===== src/shared/tah_regs.svh =====
`ifndef TAH_REGS_SVH
`define TAH_REGS_SVH

// register byte offsets
`define TAH_OFS_FUNC 8'h00
`define TAH_OFS_DRV 8'h04
`define TAH_OFS_CFG 8'h08
`define TAH_OFS_TIME 8'h0C
`define TAH_OFS_STATUS 8'h10
`define TAH_OFS_CLEAR 8'h14
`define TAH_OFS_ENABLE 8'h18
`define TAH_OFS_RES_BASE 8'h20
`define TAH_OFS_RES_LAST 8'h38

// converter function codes
`define TAH_FN_X 4'h2
`define TAH_FN_Y 4'h3
`define TAH_FN_Z 4'h4
`define TAH_FN_AUX_SINGLE 4'h5
`define TAH_FN_TEMP_FIRST 4'h6
`define TAH_FN_TEMP_SECOND 4'h7
`define TAH_FN_AUX_CONT 4'h8

// result slots
`define TAH_RES_X 3'd0
`define TAH_RES_Y 3'd1
`define TAH_RES_Z1 3'd2
`define TAH_RES_Z2 3'd3
`define TAH_RES_AUX 3'd4
`define TAH_RES_TEMPERATURE_MEASURE_FIRST 3'd5
`define TAH_RES_TEMPERATURE_MEASURE_SECOND 3'd6

// field positions
`define TAH_CFG_PIN_DATA_READY 0
`define TAH_CFG_RES12 1
`define TAH_CFG_N_LSB 2
`define TAH_CFG_RATIO_LSB 6
`define TAH_ST_PEN 0
`define TAH_ST_DONE 1

// reset values
`define TAH_CFG_RESET 32'h0000_0042
`define TAH_TIME_RESET 32'h0202_0204

// overheads in oscillator half cycles (figures x2); TAH_OSC_CONV_OH in cycles, TAH_CONV_EXTRA_CLK in converter clocks
`define TAH_HALF_START_SHORT 16'h0005
`define TAH_HALF_START_LONG 16'h0007
`define TAH_HALF_AUX_START 16'h0007
`define TAH_HALF_SETTLE_OH 16'h0014
`define TAH_HALF_PRE_SNS_OH 16'h000C
`define TAH_OSC_CONV_OH 16'h0003
`define TAH_CONV_EXTRA_CLK 16'h0002

// converter bits per sample
`define TAH_BITS_HIGH 16'h000C
`define TAH_BITS_LOW 16'h000A

`endif


===== src/shared/tah_pkg.sv =====
package tah_pkg;

  typedef enum logic [7:0] {
    ST_IDLE = 8'b0000_0001,
    ST_START = 8'b0000_0010,
    ST_SETTLE = 8'b0000_0100,
    ST_PRE = 8'b0000_1000,
    ST_SENSE = 8'b0001_0000,
    ST_PHASE_OH = 8'b0010_0000,
    ST_CONV = 8'b0100_0000,
    ST_PREPROC = 8'b1000_0000
  } tah_state_t;

  typedef struct packed {
    tah_state_t state;
    logic [15:0] cnt;
    logic [4:0] conv_left;
    logic long_path;
    logic aux_path;
    logic z_second;
    logic cont;
    logic [2:0] dst;
    logic [3:0] func;
    logic [2:0] drv;
    logic [31:0] cfg;
    logic [31:0] timing;
    logic [1:0] status;
    logic [1:0] enable;
    logic ready_flag;
    logic [6:0][11:0] results;
    logic [11:0] sample;
    logic ack;
    logic [31:0] rdata;
    logic [2:0] pen_sync;
    logic pen;
    logic [2:0] osc_sync;
    logic osc;
  } tah_regs_t;

endpackage : tah_pkg


===== src/design/tah_sequencer.sv =====
// Our own choices: the address map and the Avalon-MM slave port.
`timescale 1ns/1ps
`include "tah_regs.svh"
module tah_sequencer
  import tah_pkg::*;
(
  // clock and reset
  input wire logic clk,
  input wire logic rst,
  // avalon-mm slave
  input wire logic [7:0] address,
  input wire logic read,
  input wire logic write,
  input wire logic [31:0] writedata,
  input wire logic [3:0] byteenable,
  output logic [31:0] readdata,
  output logic waitrequest,
  // oscillator and panel front end
  input wire logic osc_clk,
  input wire logic pen_touch_raw,
  input wire logic [11:0] adc_data,
  // panel and converter control
  output logic [2:0] panel_drv,
  output logic adc_active,
  output logic busy,
  // host signalling
  output logic pen_touch_interrupt,
  output logic touch_irq_or_data_ready_pin_n,
  output logic irq
);

  tah_regs_t q;
  tah_regs_t next_q;

  function automatic logic [31:0] merge(input logic [31:0] old, input logic [31:0] nw, input logic [3:0] be);
    logic [31:0] r;
    r = old;
    for (int i = 0; i < 4; i++) begin
      if (be[i]) begin
        r[i*8 +: 8] = nw[i*8 +: 8];
      end
    end
    return r;
  endfunction : merge

  // zero-length phases still take one half cycle
  function automatic logic [15:0] atleast1(input logic [15:0] v);
    return (v == 16'h0000) ? 16'h0001 : v;
  endfunction : atleast1

  // derived configuration
  logic res12;
  logic [4:0] n_conv;
  logic [15:0] ratio;
  logic [15:0] conv_half;
  logic [15:0] ppro_half;
  logic osc_tick;
  logic phase_end;
  logic bus_req;
  logic bus_do;
  logic [2:0] res_idx;
  logic res_sel;
  logic [15:0] conv_clks;
  logic [15:0] conv_osc;
  logic [15:0] settle_half;
  logic [15:0] pre_half;
  logic [15:0] sense_half;
  logic func_wr;
  logic pen_rise;

  assign res12 = q.cfg[`TAH_CFG_RES12];
  assign n_conv = {1'b0, q.cfg[`TAH_CFG_N_LSB +: 4]} + 5'd1;
  assign ratio = atleast1({12'h000, q.cfg[`TAH_CFG_RATIO_LSB +: 4]});
  // (B+2) converter clocks per sample, stretched by the osc/adc ratio
  assign conv_clks = (res12 ? `TAH_BITS_HIGH : `TAH_BITS_LOW) + `TAH_CONV_EXTRA_CLK;
  assign conv_osc = 16'(conv_clks * ratio) + `TAH_OSC_CONV_OH;
  // counted in half cycles, since both oscillator edges tick
  assign conv_half = {conv_osc[14:0], 1'b0};
  assign ppro_half = atleast1({7'h00, q.timing[31:24], 1'b0});
  // panel phase lengths, never zero so each phase costs at least one tick
  assign settle_half = atleast1({7'h00, q.timing[7:0], 1'b0});
  assign pre_half = atleast1({7'h00, q.timing[15:8], 1'b0});
  assign sense_half = atleast1({7'h00, q.timing[23:16], 1'b0});
  // both oscillator edges count, so half-cycle overheads are exact
  assign osc_tick = (q.osc_sync[1] == q.osc_sync[2]) && (q.osc_sync[2] != q.osc);
  assign phase_end = osc_tick && (q.cnt == 16'h0001);
  // rising touch, seen once the second and third stages agree
  assign pen_rise = (q.pen_sync[1] == q.pen_sync[2]) && q.pen_sync[2] && !q.pen;
  assign bus_req = read | write;
  assign bus_do = bus_req & q.ack;
  assign func_wr = bus_do && write && (address == `TAH_OFS_FUNC) && byteenable[0];
  // result window: seven aligned words
  assign res_sel = (address >= `TAH_OFS_RES_BASE) && (address <= `TAH_OFS_RES_LAST) && (address[1:0] == 2'b00);
  assign res_idx = 3'((address - `TAH_OFS_RES_BASE) >> 2);

  always_comb begin
    logic [3:0] code;
    logic [2:0] need;
    next_q = q;
    code = writedata[3:0];
    need = 3'b000;

    // pin synchronisers: change accepted once stages two and three agree
    next_q.pen_sync = {q.pen_sync[1:0], pen_touch_raw};
    next_q.osc_sync = {q.osc_sync[1:0], osc_clk};
    if (q.pen_sync[1] == q.pen_sync[2]) begin
      next_q.pen = q.pen_sync[2];
    end
    if (q.osc_sync[1] == q.osc_sync[2]) begin
      next_q.osc = q.osc_sync[2];
    end

    // avalon: one wait cycle, read data captured in the first cycle
    next_q.ack = bus_req & ~q.ack;
    if (bus_req && !q.ack) begin
      next_q.rdata = 32'h0000_0000;
      if (read) begin
        case (address)
          `TAH_OFS_FUNC: next_q.rdata = {27'h000_0000, q.cont, q.func};
          `TAH_OFS_DRV: next_q.rdata = {29'h0000_0000, q.drv};
          `TAH_OFS_CFG: next_q.rdata = {22'h00_0000, q.cfg[9:0]};
          `TAH_OFS_TIME: next_q.rdata = q.timing;
          `TAH_OFS_STATUS: next_q.rdata = {28'h000_0000, q.ready_flag, q.state != ST_IDLE, q.status};
          `TAH_OFS_ENABLE: next_q.rdata = {30'h0000_0000, q.enable};
          default: begin
            // unmapped or misaligned addresses read zero
            if (res_sel && res_idx != 3'd7) begin
              next_q.rdata = {20'h0_0000, q.results[res_idx]};
            end
          end
        endcase
      end
    end

    // writes land at the edge where waitrequest is low
    if (bus_do && write) begin
      case (address)
        `TAH_OFS_DRV: next_q.drv = 3'(merge({29'h0000_0000, q.drv}, writedata, byteenable));
        `TAH_OFS_CFG: next_q.cfg = merge(q.cfg, writedata, byteenable) & 32'h0000_03FF;
        `TAH_OFS_TIME: next_q.timing = merge(q.timing, writedata, byteenable);
        `TAH_OFS_CLEAR: begin
          if (byteenable[0]) begin
            next_q.status = q.status & ~writedata[1:0];
          end
        end
        `TAH_OFS_ENABLE: begin
          if (byteenable[0]) begin
            next_q.enable = writedata[1:0];
          end
        end
        default: begin
        end
      endcase
    end
    if (bus_do && read && res_sel) begin
      next_q.ready_flag = 1'b0;
    end
    // event after the clear so a touch in the clearing cycle is not lost
    if (pen_rise) begin
      next_q.status[`TAH_ST_PEN] = 1'b1;
    end

    // sequencer phase counter
    if (osc_tick && q.cnt != 16'h0000) begin
      next_q.cnt = q.cnt - 16'h0001;
    end

    case (q.state)
      ST_IDLE: begin
        // a command only runs when written; nothing advances on its own
        if (func_wr) begin
          next_q.func = code;
          next_q.z_second = 1'b0;
          next_q.conv_left = n_conv;
          next_q.long_path = 1'b0;
          next_q.cont = 1'b0;
          next_q.aux_path = 1'b1;
          case (code)
            `TAH_FN_X: need = 3'b001;
            `TAH_FN_Y: need = 3'b010;
            `TAH_FN_Z: need = 3'b100;
            default: need = 3'b000;
          endcase
          case (code)
            `TAH_FN_X, `TAH_FN_Y, `TAH_FN_Z: begin
              next_q.aux_path = 1'b0;
              case (code)
                `TAH_FN_X: next_q.dst = `TAH_RES_X;
                `TAH_FN_Y: next_q.dst = `TAH_RES_Y;
                default: next_q.dst = `TAH_RES_Z1;
              endcase
              next_q.state = ST_START;
              // bits stay on afterwards; software turns them off
              if ((q.drv & need) != need) begin
                next_q.drv = q.drv | need;
                next_q.long_path = 1'b1;
                next_q.cnt = `TAH_HALF_START_LONG;
              end else begin
                next_q.cnt = `TAH_HALF_START_SHORT;
              end
            end
            `TAH_FN_AUX_SINGLE, `TAH_FN_AUX_CONT: begin
              next_q.cont = (code == `TAH_FN_AUX_CONT);
              next_q.dst = `TAH_RES_AUX;
              next_q.state = ST_START;
              next_q.cnt = `TAH_HALF_AUX_START;
            end
            `TAH_FN_TEMP_FIRST, `TAH_FN_TEMP_SECOND: begin
              // same path as single aux
              next_q.dst = (code == `TAH_FN_TEMP_FIRST) ? `TAH_RES_TEMPERATURE_MEASURE_FIRST : `TAH_RES_TEMPERATURE_MEASURE_SECOND;
              next_q.state = ST_START;
              next_q.cnt = `TAH_HALF_AUX_START;
            end
            default: begin
              // unknown codes leave the sequencer idle
            end
          endcase
        end
      end
      ST_START: begin
        if (phase_end) begin
          // aux and temperature skip every panel phase
          if (q.aux_path) begin
            next_q.state = ST_CONV;
            next_q.cnt = conv_half;
          end else if (q.long_path) begin
            next_q.state = ST_SETTLE;
            next_q.cnt = settle_half;
          end else begin
            next_q.state = ST_PRE;
            next_q.cnt = pre_half;
          end
        end
      end
      ST_SETTLE: begin
        if (phase_end) begin
          next_q.state = ST_PRE;
          next_q.cnt = pre_half;
        end
      end
      ST_PRE: begin
        if (phase_end) begin
          next_q.state = ST_SENSE;
          next_q.cnt = sense_half;
        end
      end
      ST_SENSE: begin
        if (phase_end) begin
          next_q.state = ST_PHASE_OH;
          next_q.cnt = q.long_path ? `TAH_HALF_SETTLE_OH : `TAH_HALF_PRE_SNS_OH;
        end
      end
      ST_PHASE_OH: begin
        if (phase_end) begin
          next_q.state = ST_CONV;
          next_q.cnt = conv_half;
        end
      end
      ST_CONV: begin
        if (phase_end) begin
          // filter left out: the last of the N samples is kept
          // adc lines are only valid while adc_active is high
          next_q.sample = adc_data;
          next_q.conv_left = q.conv_left - 5'd1;
          if (q.conv_left == 5'd1) begin
            next_q.state = ST_PREPROC;
            next_q.cnt = ppro_half;
          end else begin
            next_q.cnt = conv_half;
          end
        end
      end
      ST_PREPROC: begin
        if (phase_end) begin
          next_q.results[q.dst] = q.sample;
          next_q.ready_flag = 1'b1;
          next_q.status[`TAH_ST_DONE] = 1'b1;
          next_q.conv_left = n_conv;
          if (q.func == `TAH_FN_Z && !q.z_second) begin
            // second pressure reading shares the panel phases already done
            next_q.z_second = 1'b1;
            next_q.dst = `TAH_RES_Z2;
            next_q.state = ST_CONV;
            next_q.cnt = conv_half;
          end else if (q.cont) begin
            next_q.state = ST_START;
            next_q.cnt = `TAH_HALF_AUX_START;
          end else begin
            next_q.state = ST_IDLE;
          end
        end
      end
      default: begin
        next_q.state = ST_IDLE;
      end
    endcase

    // a function write stops a continuous run; others are refused while busy
    if (q.cont && q.state != ST_IDLE && func_wr) begin
      next_q.cont = 1'b0;
      next_q.state = ST_IDLE;
    end
  end

  // a reset mid-measurement drops the run and every stored result
  always_ff @(posedge clk or posedge rst) begin
    if (rst) begin
      q <= '0;
      q.state <= ST_IDLE;
      q.cfg <= `TAH_CFG_RESET;
      q.timing <= `TAH_TIME_RESET;
    end else begin
      q <= next_q;
    end
  end

  // busy and adc_active decode state; waitrequest is the bus request gated by ack; data outputs come straight from registers
  assign readdata = q.rdata;
  assign waitrequest = bus_req & ~q.ack;
  assign panel_drv = q.drv;
  assign adc_active = (q.state == ST_CONV);
  assign busy = (q.state != ST_IDLE);
  assign pen_touch_interrupt = q.pen;
  assign touch_irq_or_data_ready_pin_n = q.cfg[`TAH_CFG_PIN_DATA_READY] ? ~q.ready_flag : ~q.pen;
  assign irq = |(q.status & q.enable);

endmodule : tah_sequencer


===== config.mk =====
export PLATFORM = sky130hd
export DESIGN_NAME = tah_sequencer
export DESIGN_NICKNAME = d
export VERILOG_FILES = /design/src/shared/tah_pkg.sv /design/src/design/tah_sequencer.sv
export VERILOG_INCLUDE_DIRS = /design/src /design/src/shared
export SDC_FILE = /design/constraint.sdc
export NUM_CORES = 1
export LEC_CHECK = 0
export BUFFER_PORTS_ARGS = -buffer_cell sky130_fd_sc_hd__buf_2
export CELL_PAD_IN_SITES_DETAIL_PLACEMENT = 0
export CELL_PAD_IN_SITES_GLOBAL_PLACEMENT = 1
export CORE_MARGIN = 1.5
export CORE_UTILIZATION = 48
export CTS_CLUSTER_DIAMETER = 60
export CTS_CLUSTER_SIZE = 25
export DETAILED_ROUTE_END_ITERATION = 8
export PLACE_DENSITY_LB_ADDON = 0.1
export SLEW_MARGIN = 20
export SYNTH_ARGS = -nofsm -noshare
export SYNTH_HDL_FRONTEND = slang
export SYNTH_SLANG_ARGS = --single-unit

===== constraint.sdc =====
create_clock -name clk -period 6.8 [get_ports clk]
set_input_delay 0 -clock clk [delete_from_list [all_inputs] [get_ports clk]]
set_output_delay 0 -clock clk [all_outputs]
set_load 0.01 [all_outputs]

## Word level (Yosys, flattened, before mapping)

Cells that the tools add are included.

| storage, ports and cells | value |
|---|---|
| flip-flop bits (word level) | 227 |
| bits of input ports | 62 |
| word-level logic and storage cells | 238 |

| operators by class | value |
|---|---|
| add/sub/neg operators | 6 |
| $mul | 1 |
| magnitude comparators | 5 |
| eq/ne operators | 45 |
| mux-type cells | 79 |
| bitwise logic cells | 11 |
| reduce and logical (&&, ||, !) cells | 57 |

Operators with widths:

| operator | count |
|---|---|
| $pmux 32 s6 | 1 |
| $mux 85 | 2 |
| $mux 24 | 7 |
| $pmux 16 s8 | 1 |
| $bwmux 84 | 1 |
| $mux 71 | 1 |
| $mux 32 | 2 |
| $pmux 8 s8 | 1 |
| $mux 29 | 2 |
| $mux 8 | 7 |
| $pmux 24 s2 | 1 |
| $mux 43 | 1 |
| $logic_not 8->1 | 5 |
| $bmux 12 s3 | 1 |
| $demux 12 s3 | 1 |
| $mux 12 | 3 |
| $mux 9 | 4 |
| $eq 8x5->1 const B | 4 |
| $mux 16 | 2 |
| $mux 3 | 10 |
| $eq 8x4->1 const B | 3 |
| $ne 3x3->1 const B | 8 |
| $reduce_and 3->1 | 8 |
| $eq 4x3->1 const B | 5 |
| 62 further kinds | 123 |

## Depth between registers and ports, before layout

| depth | value |
|---|---|
| depth in word-level cells | 14 |
| mapped depth | 15 |
| mapped depth without buffers | 15 |

## Worst setup path after synthesis

OpenSTA, ideal clock, no wires.

| path | value |
|---|---|
| path type | flip-flop to flip-flop |
| start | reg q[175] (netlist name) |
| end | reg q[231] (netlist name) |
| arrival time | 3.389 ns |
| data required time | 6.735 ns |
| slack | 3.346 ns |
| cell stages (with the launch flop) | 14 |
| cell sequence | dfstp_2 -> clkbuf_1 -> o21ai_0 -> or2_2 -> fa_1 -> inv_1 -> ha_1 -> ha_1 -> o21a_1 -> o31a_1 -> a221o_1 -> a21o_1 -> a32o_1 -> nand2_1 |

RTL lines:

| what | RTL line | text |
|---|---|---|
| from (decl) | tah_sequencer.sv:32 | `tah_regs_t q;` |
| from (signal assigned) | tah_sequencer.sv:313 | `q <= next_q;` |

==> impl_metrics.json <==
{
  "outcome": "completed",
  "syn_inst": 1109,
  "switching_share": 0.301,
  "worstHoldPathCells": 5,
  "drive_gt1_frac": 0.255,
  "max-vdd-ir-drop_mv": 0.165,
  "internal_power_mw": 2.24,
  "reg2reg_from": "q[236]",
  "worstSkewPairLatency_ps": 520,
  "yosysWarningCount": 0,
  "n_antenna_cell": 0,
  "number_of_enable_type_register_cells_in_the_synthesized_netlist": 0,
  "clk_root_buffer_cell": "sky130_fd_sc_hd__clkbuf_16",
  "drt_wl_total_um": 31800,
  "crit_top_cell": "sky130_fd_sc_hd__nor3_2",
  "final_hpwl_from_detailed_placement_um": 22400,
  "floorplan.core_area_um2": 24300,
  "r2r.worst_path.cells": 6,
  "cp-end-kind": "flip-flop",
  "crit_path_start_kind": "flip-flop",
  "avgRoutedWirePerCell_um": 20.6,
  "rsz0062_at_grt": "false",
  "synthFlopType": "sky130_fd_sc_hd__dfrtp_1",
  "remaining_number_of_nets_flagged_by_the_antenna_check_after_routing": 0,
  "timing.critical_path.cells": "or4_4 -> nor3_2 -> nand4b_1 -> or3_4 -> nor3_2 -> mux2_2",
  "max_stage_delay_ps": 850,
  "cts-buffers-inserted": 21,
  "number_of_vias_after_detailed_routing": 8940,
  "post_synth_instance_area_um2": 11900,
  "dominant_combinational_cell_family_by_area_after_synthesis": "multiplexers",
  "leakage_nw": 6.53,
  "maximum_number_of_pins_on_one_net_before_global_route_repair": 102,
  "final.setup.tns_ps": 0,
  "io_pins": 103,
  "place.port_buffers": 102,
  "synth_simple_gate_area_share": 0.140,
  "placed_insts": 1454,
  "async_reset_ff_frac": 1.00,
  "final_nets": 1285,
  "category_of_the_critical_setup_timing_path": "reg -> reg",
  "tightestPinTransition_ps": 1110,
  "cts_setup_buffers": 0,
  "global_route.usage.total": 0.251,
  "worst_path_max_delay_cell": "sky130_fd_sc_hd__nor3_2",
  "worstPathMaxFanout": 20,
  "drt_pass1_iterations": 5,
  "routed_via_density": 5.80,
  "mux_share_of_post_synthesis_cell_area": 0.174,
  "detailedRoute.firstIterationViolations": 590,
  "worstHoldPathType": "in -> reg",
  "die_x_um": 161,
  "place.gp.congestion": 0.905,
  "worst_clock_skew_ps": 16.6,
  "slew_viol_final": 0,
  "syn_nets": 1190,
  "clkSinkCount": 227,
  "flop_pwr_share": 0.453,
  "final_cells": 1542,
  "cts_max_path_buffers": 3,
  "cts.hold.buffers_added": 51,
  "clkTransAtPathRegs_ps": 80,
  "chipHeight_um": 161,
  "core.rowCount": 57,
  "yosys.cell_count.top_type": "sky130_fd_sc_hd__dfrtp_1",
  "final_critical_delay_including_setup_and_external_delays_ps": 4220,
  "post_synthesis_sequential_element_count": 227,
  "p_comb_frac": 0.156,
  "power_switching_uw": 963,
  "worst-endpoint-arrival_ps": 4620,
  "post_synth.cell_area_avg_um2": 10.7,
  "synth_fa_ha_area_frac": 0.0214,
  "yosys.area.top_type": "sky130_fd_sc_hd__dfrtp_1",
  "final-hold-violation-count": 0,
  "timing.final.setup_violations": 0,
  "required_ps": 7200,
  "fillers": 2193,
  "syn_to_final_growth_pct": 14.6,
  "global_route.overflow_total": 0,
  "synth.cells.most_frequent": "220 x sky130_fd_sc_hd__dfrtp_1, 123 x sky130_fd_sc_hd__mux2_2, 122 x sky130_fd_sc_hd__nand2_1",
  "setup.reg_to_reg.worst_slack_ps": 2580,
  "cts_resized": 0,
  "holdPathEnd": "panel_drv[1]",
  "vias_in_the_first_global_route": 8823,
  "complex_gate_fraction_of_the_synthesized_area": 0.123,
  "synthXorXnorAreaFrac": 0.0154,
  "maximum_capacitance_violations": 0,
  "min-delay-start": "address[5]",
  "netlist_top_cells_area": "sky130_fd_sc_hd__dfrtp_1 46%, sky130_fd_sc_hd__mux2_2 12%, sky130_fd_sc_hd__nand2_1 3.8%",
  "grt_pass1_wl_um": 50600,
  "synth.top_cell.area_share": 0.462,
  "overall_die_area_um2": 25800,
  "cts-htree-levels": 1,
  "post-route-drc-count": 0,
  "initial_core_util": 0.490,
  "maxSlewHeadroom": 0.259,
  "power_frac_clock": 0.391,
  "clock_tree_from_tritoncts": "built",
  "synth_cell_types": 81,
  "power_density_nw_per_um2": 235,
  "initial_antenna_violation_count": 0,
  "achievable-frequency_mhz": 237,
  "min_period_over_period": 0.620,
  "seq_area_frac_synth": 0.478
}
==> cell families (layout without fill, tap and decap cells) <==
kind of cell	count (synthesis)	count (layout)
simple gates	337	337
flops	227	227
compound gates	216	216
mux	175	175
buf+inv	113	222
xor+xnor	21	21
fa+ha+maj	20	20
==> cell type report <==
class | instances | area, um2 | area share
clock inverter | 16 | 205 | 0.0150
multi-input combinational | 769 | 5640 | 0.413
timing repair buffer | 163 | 1100 | 0.0803
sequential | 227 | 5690 | 0.417
tap | 324 | 405 | 0.0297
clock buffer | 21 | 526 | 0.0385
inverter | 22 | 90.1 | 0.00660
==> per-stage QoR <==
stage | utilization | power (mW) | setup WS (ps) | cell area [um2] | hold slack (ps)
floorplan | - | 1.81 | 592 | 11900 | 31.4
global placement | 0.510 | 1.95 | 2570 | 12400 | 109
detailed placement | 0.510 | 1.96 | 2550 | 12400 | 111
CTS | 0.561 | 3.24 | 2540 | 13600 | 34.1
global route | 0.562 | 3.36 | 2330 | 13700 | 60.3
finish | 0.562 | 3.20 | 2580 | 13700 | 63.1
==> power groups by stage <==
| stage | clock, mW | combinational (mW) | sequential [mW] |
|---|---|---|---|
| finish | 1.25 | 0.500 | 1.45 |
| global route | 1.34 | 0.561 | 1.46 |
| CTS | 1.28 | 0.504 | 1.45 |
| detailed placement | 0 | 0.479 | 1.48 |
| global placement | 0 | 0.477 | 1.48 |
| floorplan | 0 | 0.351 | 1.46 |
==> cell usage in the layout, fill, tap and decap left out, drive strengths merged, types with 7 or more instances in the layout <==
master / count
a221oi: 10
dfrtp: 220
or4: 7
ha: 18
a211oi: 11
nand2: 122
nor3: 23
inv: 30
mux2i: 30
a21oi: 41
dlygate4sd3: 51
nand2b: 9
o21ai: 57
mux4: 12
xnor2: 11
nand3: 20
a22o: 24
xor2: 10
nor4: 18
nor2: 83
nor2b: 9
dfstp: 7
and2: 8
buf: 112
mux2: 133
clkbuf: 21
a22oi: 8
==> critical path: cells and delay by family, from the launching register on <==
kind	cells	cell delay [ps]
simple gates	5	3280
mux	1	420
flops	1	390
==> worst max-delay path by stage <==
stage,from,endpoint,slack (ps)
CTS,q[236],flip-flop,2540
detailed placement,q[236],flip-flop,2550
floorplan,rst,asynchronous set/reset pin,590
global placement,q[235],flip-flop,2570
global route,q[228],flip-flop,2330
finish,q[236],flip-flop,2580
==> metal layers <==
| metal | GRT usage | wire, um | vias up |
|---|---|---|---|
| met4 | 0.0973 | 1320 | 0 |
| met5 | 0 | 0 | - |
| met2 | 0.421 | 15400 | 205 |
| met1 | 0.333 | 14000 | 4463 |
| met3 | 0.0294 | 1110 | 70 |
| li1 | - | - | 4202 |
(Power assumes the default switching activity.)
